==> config.mk <==
export PLATFORM = sky130hd
export DESIGN_NAME = wbp_ctrl
export DESIGN_NICKNAME = d
export VERILOG_FILES = /design/src/verilog/wbp_pkg.sv /design/src/verilog/wbp_bus_cycle.sv /design/src/verilog/wbp_ctrl.sv
export VERILOG_INCLUDE_DIRS = /design/src /design/src/verilog
export SDC_FILE = /design/constraint.sdc
export NUM_CORES = 2
export LEC_CHECK = 0
export BUFFER_PORTS_ARGS = -buffer_cell sky130_fd_sc_hd__buf_2
export CAP_MARGIN = 20
export CORE_ASPECT_RATIO = 1.1
export CORE_MARGIN = 2
export CORE_UTILIZATION = 45
export DETAILED_ROUTE_END_ITERATION = 8
export SLEW_MARGIN = 25
export SYNTH_ARGS = -nofsm -noshare
export SYNTH_HDL_FRONTEND = slang
export SYNTH_SLANG_ARGS = --single-unit
==> constraint.sdc <==
create_clock -name sys_clk_in -period 5.25 [get_ports sys_clk_in]
set_clock_uncertainty 0.15 [all_clocks]
set_input_delay 0.7875 -clock sys_clk_in [delete_from_list [all_inputs] [get_ports sys_clk_in]]
set_output_delay 0.7875 -clock sys_clk_in [all_outputs]
set_load 0.01 [all_outputs]
==> src/verilog/wbp_map.svh <==
// Address map, command words and field positions of the buffered program controller.
// Assumes word addressing on the flash side and 32-bit AHB-Lite data on the software side.
`ifndef WBP_MAP_SVH
`define WBP_MAP_SVH
// Software register offsets, one aligned word each
`define WBP_REG_CTRL    8'h00
`define WBP_REG_START   8'h04
`define WBP_REG_COUNT   8'h08
`define WBP_REG_PTR     8'h0c
`define WBP_REG_DATA    8'h10
`define WBP_REG_STATUS  8'h14
// Control bits (write one, self clearing)
`define WBP_CTRL_GO     0
`define WBP_CTRL_ABORT  1
`define WBP_CTRL_CLEAR  2
// Status bits
`define WBP_ST_ACTIVE   0
`define WBP_ST_DONE     1
`define WBP_ST_FAIL     2
`define WBP_ST_ABORTED  3
`define WBP_ST_REFUSED  4
`define WBP_ST_RDY      5
// Flash command sequence
`define WBP_UNLK1_ADDR  24'h000555
`define WBP_UNLK1_DATA  16'h00aa
`define WBP_UNLK2_ADDR  24'h0002aa
`define WBP_UNLK2_DATA  16'h0055
`define WBP_CMD_LOAD    16'h0025
`define WBP_CMD_CONFIRM 16'h0029
`define WBP_CMD_RESET   16'h00f0
// Line geometry: 256 words, 512 bytes
`define WBP_LINE_BITS   8
`define WBP_LINE_LAST   9'h0ff
// Poll bits on the data bus
`define WBP_POLL_DATA_BIT  7
`define WBP_POLL_FAIL_BIT  5
`define WBP_POLL_ABORT_BIT 1
`endif

==> src/verilog/wbp_pkg.sv <==
// Types shared by the buffered program controller and its pin cycle engine.
// Assumes the map header supplies all numeric constants.
package wbp_pkg;
  // Controller states
  typedef enum logic [3:0] {
    WBP_IDLE    = 4'h0,
    WBP_UNLK1   = 4'h1,
    WBP_UNLK2   = 4'h2,
    WBP_CMD     = 4'h3,
    WBP_COUNT   = 4'h4,
    WBP_LOAD    = 4'h5,
    WBP_CONFIRM = 4'h6,
    WBP_POLL    = 4'h7,
    WBP_RECHK   = 4'h8,
    WBP_ABORT   = 4'h9,
    WBP_RESET   = 4'ha
  } wbp_state_e;
  // Engine phases
  typedef enum logic [1:0] {
    WBP_PH_IDLE  = 2'h0,
    WBP_PH_SETUP = 2'h1,
    WBP_PH_PULSE = 2'h2,
    WBP_PH_HOLD  = 2'h3
  } wbp_phase_e;
  // One flash bus cycle request
  typedef struct packed {
    logic        rd;
    logic [23:0] addr;
    logic [15:0] data;
  } wbp_cyc_s;
endpackage
==> src/verilog/wbp_bus_cycle.sv <==
// Pin cycle engine: runs one asynchronous write or read cycle on the flash pins.
// Assumes requests arrive only while busy_out is low; dq_in is asynchronous to sys_clk_in.
`timescale 1ns/100ps
`default_nettype none
module wbp_bus_cycle
  import wbp_pkg::*;
#(
  parameter int SETUP_CYC = 2,
  parameter int PULSE_CYC = 4,
  parameter int HOLD_CYC  = 2
) (
  // Clock and reset
  input  wire logic        sys_clk_in,
  input  wire logic        rst_in,
  // Request side
  input  wire logic        req_valid_in,
  input  wire wbp_cyc_s    req_in,
  output logic             busy_out,
  output logic             done_out,
  output logic [15:0]      rdata_out,
  // Flash pins
  input  wire logic [15:0] dq_in,
  output logic [15:0]      dq_out,
  output logic             dq_oe_out,
  output logic [23:0]      addr_out,
  output logic             ce_n_out,
  output logic             we_n_out,
  output logic             oe_n_out
);
  wbp_phase_e  phase, next_phase;
  logic [3:0]  cnt, next_cnt;
  logic        rd, next_rd, next_done;
  logic [15:0] dq_s1, dq_s2, next_rdata, next_dq;
  logic [23:0] next_addr;

  assign busy_out = (phase != WBP_PH_IDLE);

  //////////////////////////////////////////////////////////////////////////////
  // Phase sequencing; read data taken at the end of the pulse
  always_comb begin
    next_phase = phase;
    next_cnt   = cnt;
    next_rd    = rd;
    next_done  = 1'b0;
    next_rdata = rdata_out;
    next_addr  = addr_out;
    next_dq    = dq_out;
    unique case (phase)
      WBP_PH_IDLE: begin
        if (req_valid_in) begin
          next_phase = WBP_PH_SETUP;
          next_cnt   = 4'(SETUP_CYC - 1);
          next_rd    = req_in.rd;
          next_addr  = req_in.addr;
          next_dq    = req_in.data;
        end
      end
      WBP_PH_SETUP: begin
        if (cnt == 4'h0) begin
          next_phase = WBP_PH_PULSE;
          next_cnt   = 4'(PULSE_CYC - 1);
        end else begin
          next_cnt = cnt - 4'h1;
        end
      end
      WBP_PH_PULSE: begin
        if (cnt == 4'h0) begin
          next_phase = WBP_PH_HOLD;
          next_cnt   = 4'(HOLD_CYC - 1);
          next_rdata = dq_s2;
        end else begin
          next_cnt = cnt - 4'h1;
        end
      end
      WBP_PH_HOLD: begin
        if (cnt == 4'h0) begin
          next_phase = WBP_PH_IDLE;
          next_done  = 1'b1;
        end else begin
          next_cnt = cnt - 4'h1;
        end
      end
    endcase
  end

  // Registers; pins come straight from flops to avoid glitches on strobes
  always_ff @(posedge sys_clk_in) begin
    dq_s1 <= dq_in;
    dq_s2 <= dq_s1;
    if (rst_in) begin
      phase     <= WBP_PH_IDLE;
      cnt       <= 4'h0;
      rd        <= 1'b0;
      done_out  <= 1'b0;
      rdata_out <= 16'h0000;
      addr_out  <= 24'h000000;
      dq_out    <= 16'h0000;
      dq_oe_out <= 1'b0;
      ce_n_out  <= 1'b1;
      we_n_out  <= 1'b1;
      oe_n_out  <= 1'b1;
    end else begin
      phase     <= next_phase;
      cnt       <= next_cnt;
      rd        <= next_rd;
      done_out  <= next_done;
      rdata_out <= next_rdata;
      addr_out  <= next_addr;
      dq_out    <= next_dq;
      dq_oe_out <= (next_phase != WBP_PH_IDLE) && !next_rd;
      ce_n_out  <= (next_phase == WBP_PH_IDLE);
      we_n_out  <= !((next_phase == WBP_PH_PULSE) && !next_rd);
      oe_n_out  <= !((next_phase == WBP_PH_PULSE) && next_rd);
    end
  end
endmodule
`default_nettype wire

==> src/verilog/wbp_ctrl.sv <==
// Buffered program controller: AHB-Lite registers, line buffer and command sequencer.
// Assumes one flash on the pins and software that fills the buffer before GO.
`timescale 1ns/100ps
`default_nettype none
`include "wbp_map.svh"
module wbp_ctrl
  import wbp_pkg::*;
#(
  parameter int SETUP_CYC = 2,
  parameter int PULSE_CYC = 4,
  parameter int HOLD_CYC  = 2
) (
  // Clock and reset
  input  wire logic        sys_clk_in,
  input  wire logic        rst_in,
  // AHB-Lite slave
  input  wire logic        hsel_in,
  input  wire logic [7:0]  haddr_in,
  input  wire logic [1:0]  htrans_in,
  input  wire logic        hwrite_in,
  input  wire logic [2:0]  hsize_in,
  input  wire logic [31:0] hwdata_in,
  input  wire logic        hready_in,
  output logic [31:0]      hrdata_out,
  output logic             hreadyout_out,
  output logic             hresp_out,
  // Flash pins
  input  wire logic [15:0] flash_dq_in,
  output logic [15:0]      flash_dq_out,
  output logic             flash_dq_oe_out,
  output logic [23:0]      flash_addr_out,
  output logic             flash_ce_n_out,
  output logic             flash_we_n_out,
  output logic             flash_oe_n_out,
  output logic             flash_reset_n_out,
  input  wire logic        ready_busy_in
);
  logic [15:0] buffer_line_location [256];
  wbp_state_e  state, next_state;
  logic        issued, next_issued, req_v, cyc_busy, cyc_done, rb_s1, rb_s2;
  wbp_cyc_s    req;
  logic [15:0] rdata;
  logic [7:0]  idx, next_idx, ptr, next_ptr, word_count_minus_one, next_wc;
  logic [23:0] start, next_start;
  logic [3:0]  sticky, next_sticky, set_st;
  logic        dph_wr, go_req, abort_req, next_abort_req;
  logic [7:0]  dph_addr;
  logic [31:0] next_hrdata;
  logic        data_wr;
  logic        poll_match;

  // Line address of the n-th loaded word
  function automatic logic [23:0] line_addr(input logic [23:0] s, input logic [7:0] n);
    line_addr = {s[23:`WBP_LINE_BITS], s[7:0] + n};
  endfunction

  //////////////////////////////////////////////////////////////////////////////
  // Pin cycle engine
  wbp_bus_cycle #(
    .SETUP_CYC (SETUP_CYC),
    .PULSE_CYC (PULSE_CYC),
    .HOLD_CYC  (HOLD_CYC)
  ) u_cycle (
    .sys_clk_in   (sys_clk_in),
    .rst_in       (rst_in),
    .req_valid_in (req_v),
    .req_in       (req),
    .busy_out     (cyc_busy),
    .done_out     (cyc_done),
    .rdata_out    (rdata),
    .dq_in        (flash_dq_in),
    .dq_out       (flash_dq_out),
    .dq_oe_out    (flash_dq_oe_out),
    .addr_out     (flash_addr_out),
    .ce_n_out     (flash_ce_n_out),
    .we_n_out     (flash_we_n_out),
    .oe_n_out     (flash_oe_n_out)
  );

  //////////////////////////////////////////////////////////////////////////////
  // AHB-Lite slave: zero wait states, read data registered at the address phase
  always_comb begin
    next_hrdata = 32'h00000000;
    unique case (haddr_in)
      `WBP_REG_START:  next_hrdata = {8'h00, start};
      `WBP_REG_COUNT:  next_hrdata = {24'h000000, word_count_minus_one};
      `WBP_REG_PTR:    next_hrdata = {24'h000000, ptr};
      `WBP_REG_STATUS: next_hrdata = {26'h0, rb_s2, sticky, state != WBP_IDLE};
      default:         next_hrdata = 32'h00000000;
    endcase
  end

  // Write decode in the data phase; start and count lock while a sequence runs
  assign data_wr = dph_wr && (dph_addr == `WBP_REG_DATA);
  assign go_req  = dph_wr && (dph_addr == `WBP_REG_CTRL) && hwdata_in[`WBP_CTRL_GO];
  always_comb begin
    next_start     = start;
    next_wc        = word_count_minus_one;
    next_ptr       = data_wr ? ptr + 8'h01 : ptr;
    next_abort_req = abort_req && (state != WBP_IDLE);
    if (dph_wr && state == WBP_IDLE) begin
      if (dph_addr == `WBP_REG_START) next_start = hwdata_in[23:0];
      if (dph_addr == `WBP_REG_COUNT) next_wc = hwdata_in[7:0];
    end
    if (dph_wr && dph_addr == `WBP_REG_PTR) next_ptr = hwdata_in[7:0];
    if (dph_wr && dph_addr == `WBP_REG_CTRL && hwdata_in[`WBP_CTRL_ABORT]) next_abort_req = 1'b1;
    // Set wins over clear
    next_sticky = sticky | set_st;
    if (dph_wr && dph_addr == `WBP_REG_CTRL && hwdata_in[`WBP_CTRL_CLEAR])
      next_sticky = set_st;
    if (set_st[`WBP_ST_DONE - 1]) next_sticky[`WBP_ST_FAIL - 1] = 1'b0;
  end

  //////////////////////////////////////////////////////////////////////////////
  // Sequencer: each step issues one flash cycle and advances when it completes
  assign poll_match = rdata[`WBP_POLL_DATA_BIT] ==
    buffer_line_location[8'(start[7:0] + word_count_minus_one)][`WBP_POLL_DATA_BIT];
  always_comb begin
    next_state  = state;
    next_idx    = idx;
    next_issued = issued && !cyc_done;
    set_st      = 4'h0;
    req         = '{rd: 1'b0, addr: start, data: 16'h0000};
    unique case (state)
      WBP_IDLE: begin
        if (go_req) begin
          // refuse a range past the line end
          if ({1'b0, start[7:0]} + {1'b0, word_count_minus_one} > `WBP_LINE_LAST)
            set_st[`WBP_ST_REFUSED - 1] = 1'b1;
          else
            next_state = WBP_UNLK1;
          next_idx = 8'h00;
        end
      end
      WBP_UNLK1: req = '{rd: 1'b0, addr: `WBP_UNLK1_ADDR, data: `WBP_UNLK1_DATA};
      WBP_UNLK2: req = '{rd: 1'b0, addr: `WBP_UNLK2_ADDR, data: `WBP_UNLK2_DATA};
      // load command to the start address, same sector
      WBP_CMD:   req.data = `WBP_CMD_LOAD;
      // count minus one to the same sector
      WBP_COUNT: req.data = {8'h00, word_count_minus_one};
      WBP_LOAD: begin
        req.addr = line_addr(start, idx);
        req.data = buffer_line_location[8'(start[7:0] + idx)];
      end
      // confirm right after the last word
      WBP_CONFIRM: req.data = `WBP_CMD_CONFIRM;
      // data polling at the last loaded word
      WBP_POLL, WBP_RECHK: req = '{rd: 1'b1, addr: line_addr(start, word_count_minus_one),
                                    data: 16'h0000};
      // stop the load by writing outside the line
      WBP_ABORT: req.addr = start ^ 24'(1 << `WBP_LINE_BITS);
      // reset command back to read mode
      WBP_RESET: req.data = `WBP_CMD_RESET;
      default: ;
    endcase
    req_v = (state != WBP_IDLE) && !issued && !cyc_busy;
    if (req_v) next_issued = 1'b1;
    if (cyc_done) begin
      unique case (state)
        WBP_UNLK1:   next_state = WBP_UNLK2;
        WBP_UNLK2:   next_state = WBP_CMD;
        WBP_CMD:     next_state = WBP_COUNT;
        WBP_COUNT:   next_state = abort_req ? WBP_ABORT : WBP_LOAD;
        WBP_LOAD: begin
          next_idx = idx + 8'h01;
          if (abort_req) next_state = WBP_ABORT;
          else if (idx == word_count_minus_one) next_state = WBP_CONFIRM;
        end
        WBP_CONFIRM: next_state = WBP_POLL;
        WBP_POLL: begin
          if (poll_match) begin
            next_state = WBP_IDLE;
            set_st[`WBP_ST_DONE - 1] = 1'b1;
          end else if (rdata[`WBP_POLL_FAIL_BIT] || rdata[`WBP_POLL_ABORT_BIT]) begin
            next_state = WBP_RECHK;
          end
        end
        WBP_RECHK: begin
          // recheck data bit before declaring failure
          if (poll_match) begin
            next_state = WBP_IDLE;
            set_st[`WBP_ST_DONE - 1] = 1'b1;
          end else begin
            next_state = WBP_RESET;
            set_st[`WBP_ST_FAIL - 1]    = 1'b1;
            set_st[`WBP_ST_ABORTED - 1] = rdata[`WBP_POLL_ABORT_BIT];
          end
        end
        WBP_ABORT: begin
          next_state = WBP_RESET;
          set_st[`WBP_ST_ABORTED - 1] = 1'b1;
          set_st[`WBP_ST_FAIL - 1]    = 1'b1;
        end
        WBP_RESET:   next_state = WBP_IDLE;
        default:     next_state = WBP_IDLE;
      endcase
    end
  end

  //////////////////////////////////////////////////////////////////////////////
  // Registers; the buffer array is written directly, no reset on purpose
  always_ff @(posedge sys_clk_in) begin
    if (data_wr) buffer_line_location[ptr] <= hwdata_in[15:0];
    rb_s1 <= ready_busy_in;
    rb_s2 <= rb_s1;
    if (rst_in) begin
      state                <= WBP_IDLE;
      issued               <= 1'b0;
      idx                  <= 8'h00;
      ptr                  <= 8'h00;
      start                <= 24'h000000;
      word_count_minus_one <= 8'h00;
      sticky               <= 4'h0;
      abort_req            <= 1'b0;
      dph_wr               <= 1'b0;
      dph_addr             <= 8'h00;
      hrdata_out           <= 32'h00000000;
      hreadyout_out        <= 1'b1;
      hresp_out            <= 1'b0;
      flash_reset_n_out    <= 1'b1;
    end else begin
      state                <= next_state;
      issued               <= next_issued;
      idx                  <= next_idx;
      ptr                  <= next_ptr;
      start                <= next_start;
      word_count_minus_one <= next_wc;
      sticky               <= next_sticky;
      abort_req            <= next_abort_req;
      dph_wr               <= hsel_in && htrans_in[1] && hready_in && hwrite_in;
      dph_addr             <= haddr_in;
      hrdata_out           <= next_hrdata;
      hreadyout_out        <= 1'b1;
      hresp_out            <= 1'b0;
      flash_reset_n_out    <= 1'b1;
    end
  end
endmodule
`default_nettype wire

* Word-level counts from Yosys, hierarchy flattened
Memories as Yosys holds them, arrays and structs flattened.
Index checks and enable logic that the tools add are counted.
** Word-level totals
- Memories :: 1
- Flip-flop bits (word level) :: 177
- Word-level logic and storage cells :: 152
- Output and inout port bits :: 79
- RAM bits :: 4096
** Memory list
- buffer_line_location :: depth 256, bits a word 16, read ports 2, clocked after Yosys merged registers in 0, write ports 1, RTL line wbp_ctrl.sv:38 : logic [15:0] buffer_line_location [256];
** Operators by class
- Bitwise operators :: 3
- Order comparisons :: 1
- Equal/unequal tests :: 26
- Mux-type cells :: 47
- Add/sub/neg operators :: 6
- Reductions and logical operators :: 41
** Operators with widths (number)
- $pmux W24 S5 :: 1
- $pmux W16 S7 :: 1
- $pmux W24 S4 :: 1
- $mux W4 :: 15
- $mux W8 :: 6
- $pmux W4 S9 :: 1
- $eq A8 B4 Y1 const B :: 4
- $logic_and A1 B1 Y1 :: 17
- $add A8 B1 Y8 const B :: 2
- $add A8 B8 Y8 :: 2
- $eq A4 B3 Y1 const B :: 4
- $eq A8 B3 Y1 const B :: 2
- $eq A8 B5 Y1 const B :: 2
- $pmux W4 S4 :: 1
- $mux W1 :: 13
- $eq A4 B4 Y1 const B :: 3
- $mux W2 :: 5
- $reduce_and A2 Y1 :: 5
- $add A8 B8 Y9 :: 1
- $gt A9 B8 Y1 const B :: 1
- $eq A4 B2 Y1 const B :: 2
- $eq A8 B8 Y1 :: 1
- $logic_not A4 Y1 :: 2
- $logic_not A8 Y1 :: 1
- 17 further kinds :: 31

* Depth between registers and ports, before layout
- Word-level depth :: 9
- Depth in mapped cells :: 16
- Mapped depth without buffers :: 13

* By module
A second synthesis with hierarchy kept.
** Second synthesis, totals
- Cell total of the unflattened synthesis :: 7488
- Area, all modules :: 167738.4 um^2
** Modules (own cells, without submodules)
- wbp_ctrl :: instances 1, area each 164555.3 um^2, seq. area each 124859.8 um^2, cells an instance 7151
- wbp_bus_cycle :: instances 1, area each 3183.1 um^2, seq. area each 2001.9 um^2, cells an instance 337

* Worst setup path after synthesis
OpenSTA, ideal clock, no wires.
- Kind :: register -> register
- Start point :: register idx[0]
- End point :: register u_cycle.dq_out[6]
- Slack :: 1.146 ns
- Library setup time :: 0.122 ns
- Cell stages (with the launch flop) :: 15
- Path buffers :: 5
- Required time :: 4.978 ns
- Arrival time :: 3.832 ns
- Cells stage by stage :: dfxtp_1 > ha_1 > fa_1 > buf_2 > buf_2 > buf_1 > clkbuf_1 > clkbuf_1 > mux4_2 > mux4_2 > nand2_1 > nand3_1 > a31oi_1 > nor2_1 > a221o_1
** On the way
- Cells in the longest elaborated chain, start to end :: 3
** RTL lines
- from (decl) :: RTL line wbp_ctrl.sv:43 : logic [7:0] idx, next_idx, ptr, next_ptr, word_count_minus_one, next_wc;
- from (signal assigned) :: RTL line wbp_ctrl.sv:224 : idx <= next_idx;
- $add A8 B8 Y8 :: RTL line wbp_ctrl.sv:143 : req.data = buffer_line_location[8'(start[7:0] + idx)];
- $mem_v2 Z256 W16
- $pmux W16 S7 :: RTL line wbp_ctrl.sv:124 : unique case (state)
- to (signal assigned) :: RTL line wbp_bus_cycle.sv:109 : dq_out <= next_dq;
- to (decl) :: RTL line wbp_bus_cycle.sv:23 : output logic [15:0] dq_out,
Every way passes these cells.
A chain may end at the register's enable or synchronous reset.

* Final worst setup path
- Start point :: register start[0]
- End point :: register u_cycle.dq_out[8]
** On the way
- Cells in the longest elaborated chain, start to end :: 3
** RTL lines
- from (decl) :: RTL line wbp_ctrl.sv:44 : logic [23:0] start, next_start;
- from (signal assigned) :: RTL line wbp_ctrl.sv:226 : start <= next_start;
- $add A8 B8 Y8 :: RTL line wbp_ctrl.sv:143
- $mem_v2 Z256 W16
- $pmux W16 S7 :: RTL line wbp_ctrl.sv:124
Every way passes these cells.

==> impl_metrics.json <==
{
  "comb_power_share": 0.014,
  "start_util": 0.4511,
  "postSynth.asyncResetShare": 0,
  "cpPeakStageDelay_ps": 900,
  "status": "finished clean",
  "ff2ff_setup_slack_ps": 370,
  "critPathLaunchType": "register",
  "met1_length_microns": 173800,
  "route.detailed.drc": 0,
  "drv_slew": 0,
  "io_pins": 146,
  "min_to": "buffer_line_location[171][13]",
  "r2r_start": "start[0]",
  "ant_nets": 0,
  "crit_fanout": 39,
  "max-cap-violations": 0,
  "hold_depth": 1,
  "ys_seq_area_frac": 0.7583,
  "worstPathCellList": "ha_4 > fa_4 > buf_12 > buf_12 > buf_4 > mux4_2 > mux4_2 > nand2_1 > nand3_1 > a31oi_1 > mux2i_1 > a22o_1",
  "fin_util": 0.5155,
  "cts_root_buffer": "clkbuf_16",
  "drtPass1Iterations": 7,
  "synth_edf_count": 4096,
  "ys_ff_latch": 4250,
  "viasPerCell": 6.122,
  "post_cts_resized": 0,
  "layout.nets": 8290,
  "min_from": "hwdata_in[13]",
  "numPortBuffers": 109,
  "clk_path_buf_depth": 4,
  "slew_headroom": 0.2238,
  "p_sw_frac": 0.1987,
  "wl_microns": 442300,
  "rsz0062_at_grt": "no",
  "seq_power_share": 0.553,
  "core_area_sq_um": 368600,
  "switching_power_w": 0.01336,
  "drive_gt1_frac": 0.3179,
  "gr-total-overflow": 0,
  "ys_warn_count": 0,
  "cp.arrival_ps": 5600,
  "hpwl_microns": 263300,
  "p_clk_frac": 0.433,
  "power.leakage_nw": 57.85,
  "wl_per_cell_microns": 33.08,
  "synth_top_area_frac": 0.7398,
  "endpoint_kind": "register",
  "syn_avg_cell_area_sq_um": 22.06,
  "r2r-end": "u_cycle.dq_out[8]",
  "required_ps": 5970,
  "cts_hold_buf": 22,
  "syn_inst": 7537,
  "grt_pass1_vias": 83060,
  "hp-class": "in -> reg",
  "placedCellCount": 12590,
  "tightestPinTransition_ps": 1164,
  "grt_start_max_net_pins": 169,
  "dieArea_sq_um": 374400,
  "synth_area_sq_um": 166300,
  "area_growth_syn_to_layout_pct": 14.29,
  "via_count": 81870,
  "fmax_mhz": 205.0,
  "cts_tree": "done",
  "top_layer": "met5",
  "yosysTopAreaCell": "edfxtp_1",
  "hold_viol_final": 0,
  "post-cts-setup-buffer-count": 0,
  "r2r_cells": 12,
  "grt_pass1_wl_microns": 627300,
  "cts.sinks": 4250,
  "wl_met2_microns": 218200,
  "ir_drop_mv": 0.2494,
  "setup_viol_count_final": 0,
  "setup_tns_ps": 0,
  "met3_length_microns": 36840,
  "stdcell_count": 13370,
  "clock_latency_ps": 990,
  "yosys-top-cells-area": "edfxtp_1, mux4_2, dfxtp_1",
  "die_h_microns": 641.5,
  "fin_crit_sh": 0.9291,
  "antenna_found_initial": 17,
  "grtUsageTotal": 0.2360,
  "initialDrtViolationCount": 10010,
  "num_rows": 234,
  "path_clk_slew_ps": 60,
  "ys.flop_type": "edfxtp_1",
  "crit_type": "reg -> reg",
  "place_congestion": 0.8778,
  "yosysUniqueCellTypes": 78,
  "powerDensity_nw_per_um2": 353.9,
  "numCtsBuffers": 414,
  "dieWidth_microns": 583.6,
  "internal_power_w": 0.05388,
  "cts_max_level": 5,
  "critical-path-slowest-cell": "fa_4",
  "fin_crit_ps": 4878
}
-- metrics by stage --
step | power [W] | worst slack [ps] | hold WS (ps) | cell area, sq um
2_1_floorplan | 0.03812 | 1146 | 159.6 | 166300
3_3_place_gp | 0.03874 | 368.1 | 168.3 | 176400
3_5_place_dp | 0.03882 | 400.6 | 164.3 | 176500
4_1_cts | 0.06771 | 410.2 | 17.32 | 189800
5_1_grt | 0.06902 | 288.0 | 42.37 | 190000
6_report | 0.06725 | 372.3 | 73.80 | 190000
-- worst max path at each step --
| stage | start | to | slack [ps] | cells past startpoint |
|---|---|---|---|---|
| 2_1_floorplan | idx[0] | u_cycle.dq_out[6] | 1150 | 14 |
| 3_3_place_gp | start[0] | u_cycle.dq_out[3] | 370 | 12 |
| 3_5_place_dp | start[0] | u_cycle.dq_out[8] | 400 | 12 |
| 4_1_cts | start[0] | u_cycle.dq_out[8] | 410 | 12 |
| 5_1_grt | start[0] | u_cycle.dq_out[14] | 290 | 12 |
| 6_report | start[0] | u_cycle.dq_out[8] | 370 | 12 |
-- power by group through the flow --
| stage | registers, W | logic, W | clock network (W) |
|---|---|---|---|
| CTS | 0.0372 | 0.000899 | 0.0296 |
| finish | 0.0372 | 0.000912 | 0.0291 |
| detailed placement | 0.0379 | 0.000887 | 0 |
| floorplan | 0.0379 | 0.000200 | 0 |
| global route | 0.0372 | 0.000985 | 0.0308 |
| global placement | 0.0379 | 0.000818 | 0 |
-- registers in the layout (all words and copies together) (netlist names), 2 cells and up --
signal / count
word_count_minus_one: 8
dph_addr: 8
u_cycle.dq_s1: 3
start: 24
hrdata_out: 24
ptr: 8
u_cycle.rdata_out: 3
u_cycle.dq_s2: 3
buffer_line_location: 4096
u_cycle.phase: 2
sticky: 4
u_cycle.dq_out: 16
u_cycle.addr_out: 24
u_cycle.cnt: 4
state: 4
idx: 8
-- layout make-up --
type,count,area (sq um)
Tap cell,4838,6053
Fill cell,28480,178600
Multi-Input combinational cell,2828,38550
Timing Repair Buffer,691,6148
Sequential cell,4250,126100
Antenna cell,6,15.01
Inverter,14,52.55
Clock buffer,517,11090
Clock inverter,228,2037
-- placed cells by master (no fill, tap or decap), drive strengths merged, types with 33 or more instances in the layout --
| cell type | Yosys | layout |
|---|---|---|
| bufinv | 0 | 33 |
| mux2i | 54 | 54 |
| a21oi | 72 | 72 |
| nand2 | 426 | 426 |
| nand3 | 92 | 92 |
| mux4 | 1337 | 1337 |
| clkinv | 1 | 167 |
| clkbuf | 243 | 520 |
| and3 | 39 | 39 |
| edfxtp | 4096 | 4096 |
| o21ai | 39 | 39 |
| a311oi | 45 | 45 |
| buf | 211 | 666 |
| nor3 | 35 | 35 |
| nor2 | 368 | 368 |
| dfxtp | 154 | 154 |
| a31oi | 38 | 38 |
-- cells in the mapped netlist (5+ instances only) --
| library cell | instances |
|---|---|
| a211oi_1 | 7 |
| a21o_1 | 6 |
| a21oi_1 | 72 |
| a221o_1 | 11 |
| a221oi_1 | 9 |
| a22o_1 | 24 |
| a22oi_1 | 9 |
| a311oi_1 | 45 |
| a31oi_1 | 38 |
| and2_1 | 23 |
| and3_1 | 39 |
| buf_1 | 32 |
| buf_2 | 138 |
| buf_4 | 34 |
| buf_6 | 7 |
| clkbuf_1 | 243 |
| dfxtp_1 | 154 |
| edfxtp_1 | 4096 |
| ha_1 | 22 |
| inv_1 | 13 |
| mux2_2 | 10 |
| mux2i_1 | 54 |
| mux4_2 | 1334 |
| nand2_1 | 426 |
| nand2b_1 | 6 |
| nand3_1 | 92 |
| nand4_1 | 6 |
| nor2_1 | 366 |
| nor2b_1 | 20 |
| nor3_1 | 35 |
| nor3b_1 | 8 |
| nor4_1 | 7 |
| o211ai_1 | 7 |
| o21ai_0 | 37 |
| o22ai_1 | 5 |
| or2_2 | 5 |
| xnor2_1 | 19 |
| xor2_1 | 9 |
-- kinds of logic after synthesis --
| group | Yosys count | synth area share |
|---|---|---|
| buf+inv | 468 | 0.01269 |
| other cells | 2 | 0.00004517 |
| xor+xnor | 28 | 0.001475 |
| flops | 4250 | 0.7583 |
| mux | 1402 | 0.1852 |
| compound gates | 313 | 0.01352 |
| fa+ha+maj | 24 | 0.001896 |
| simple gates | 1050 | 0.02691 |
-- metal layers --
layer,vias to the layer above,track usage
li1,33100,-
met1,44310,0.3246
met2,3840,0.3912
met3,626,0.03897
met4,2,0.06628
met5,-,0
-- worst max-delay path, delay by kind of cell, from the launching register on --
kind | cells | cell delay, ps
compound gates | 2 | 810
fa+ha+maj | 2 | 1110
buf+inv | 3 | 870
flops | 1 | 410
mux | 3 | 980
simple gates | 2 | 420
(Power assumes the default switching activity.)
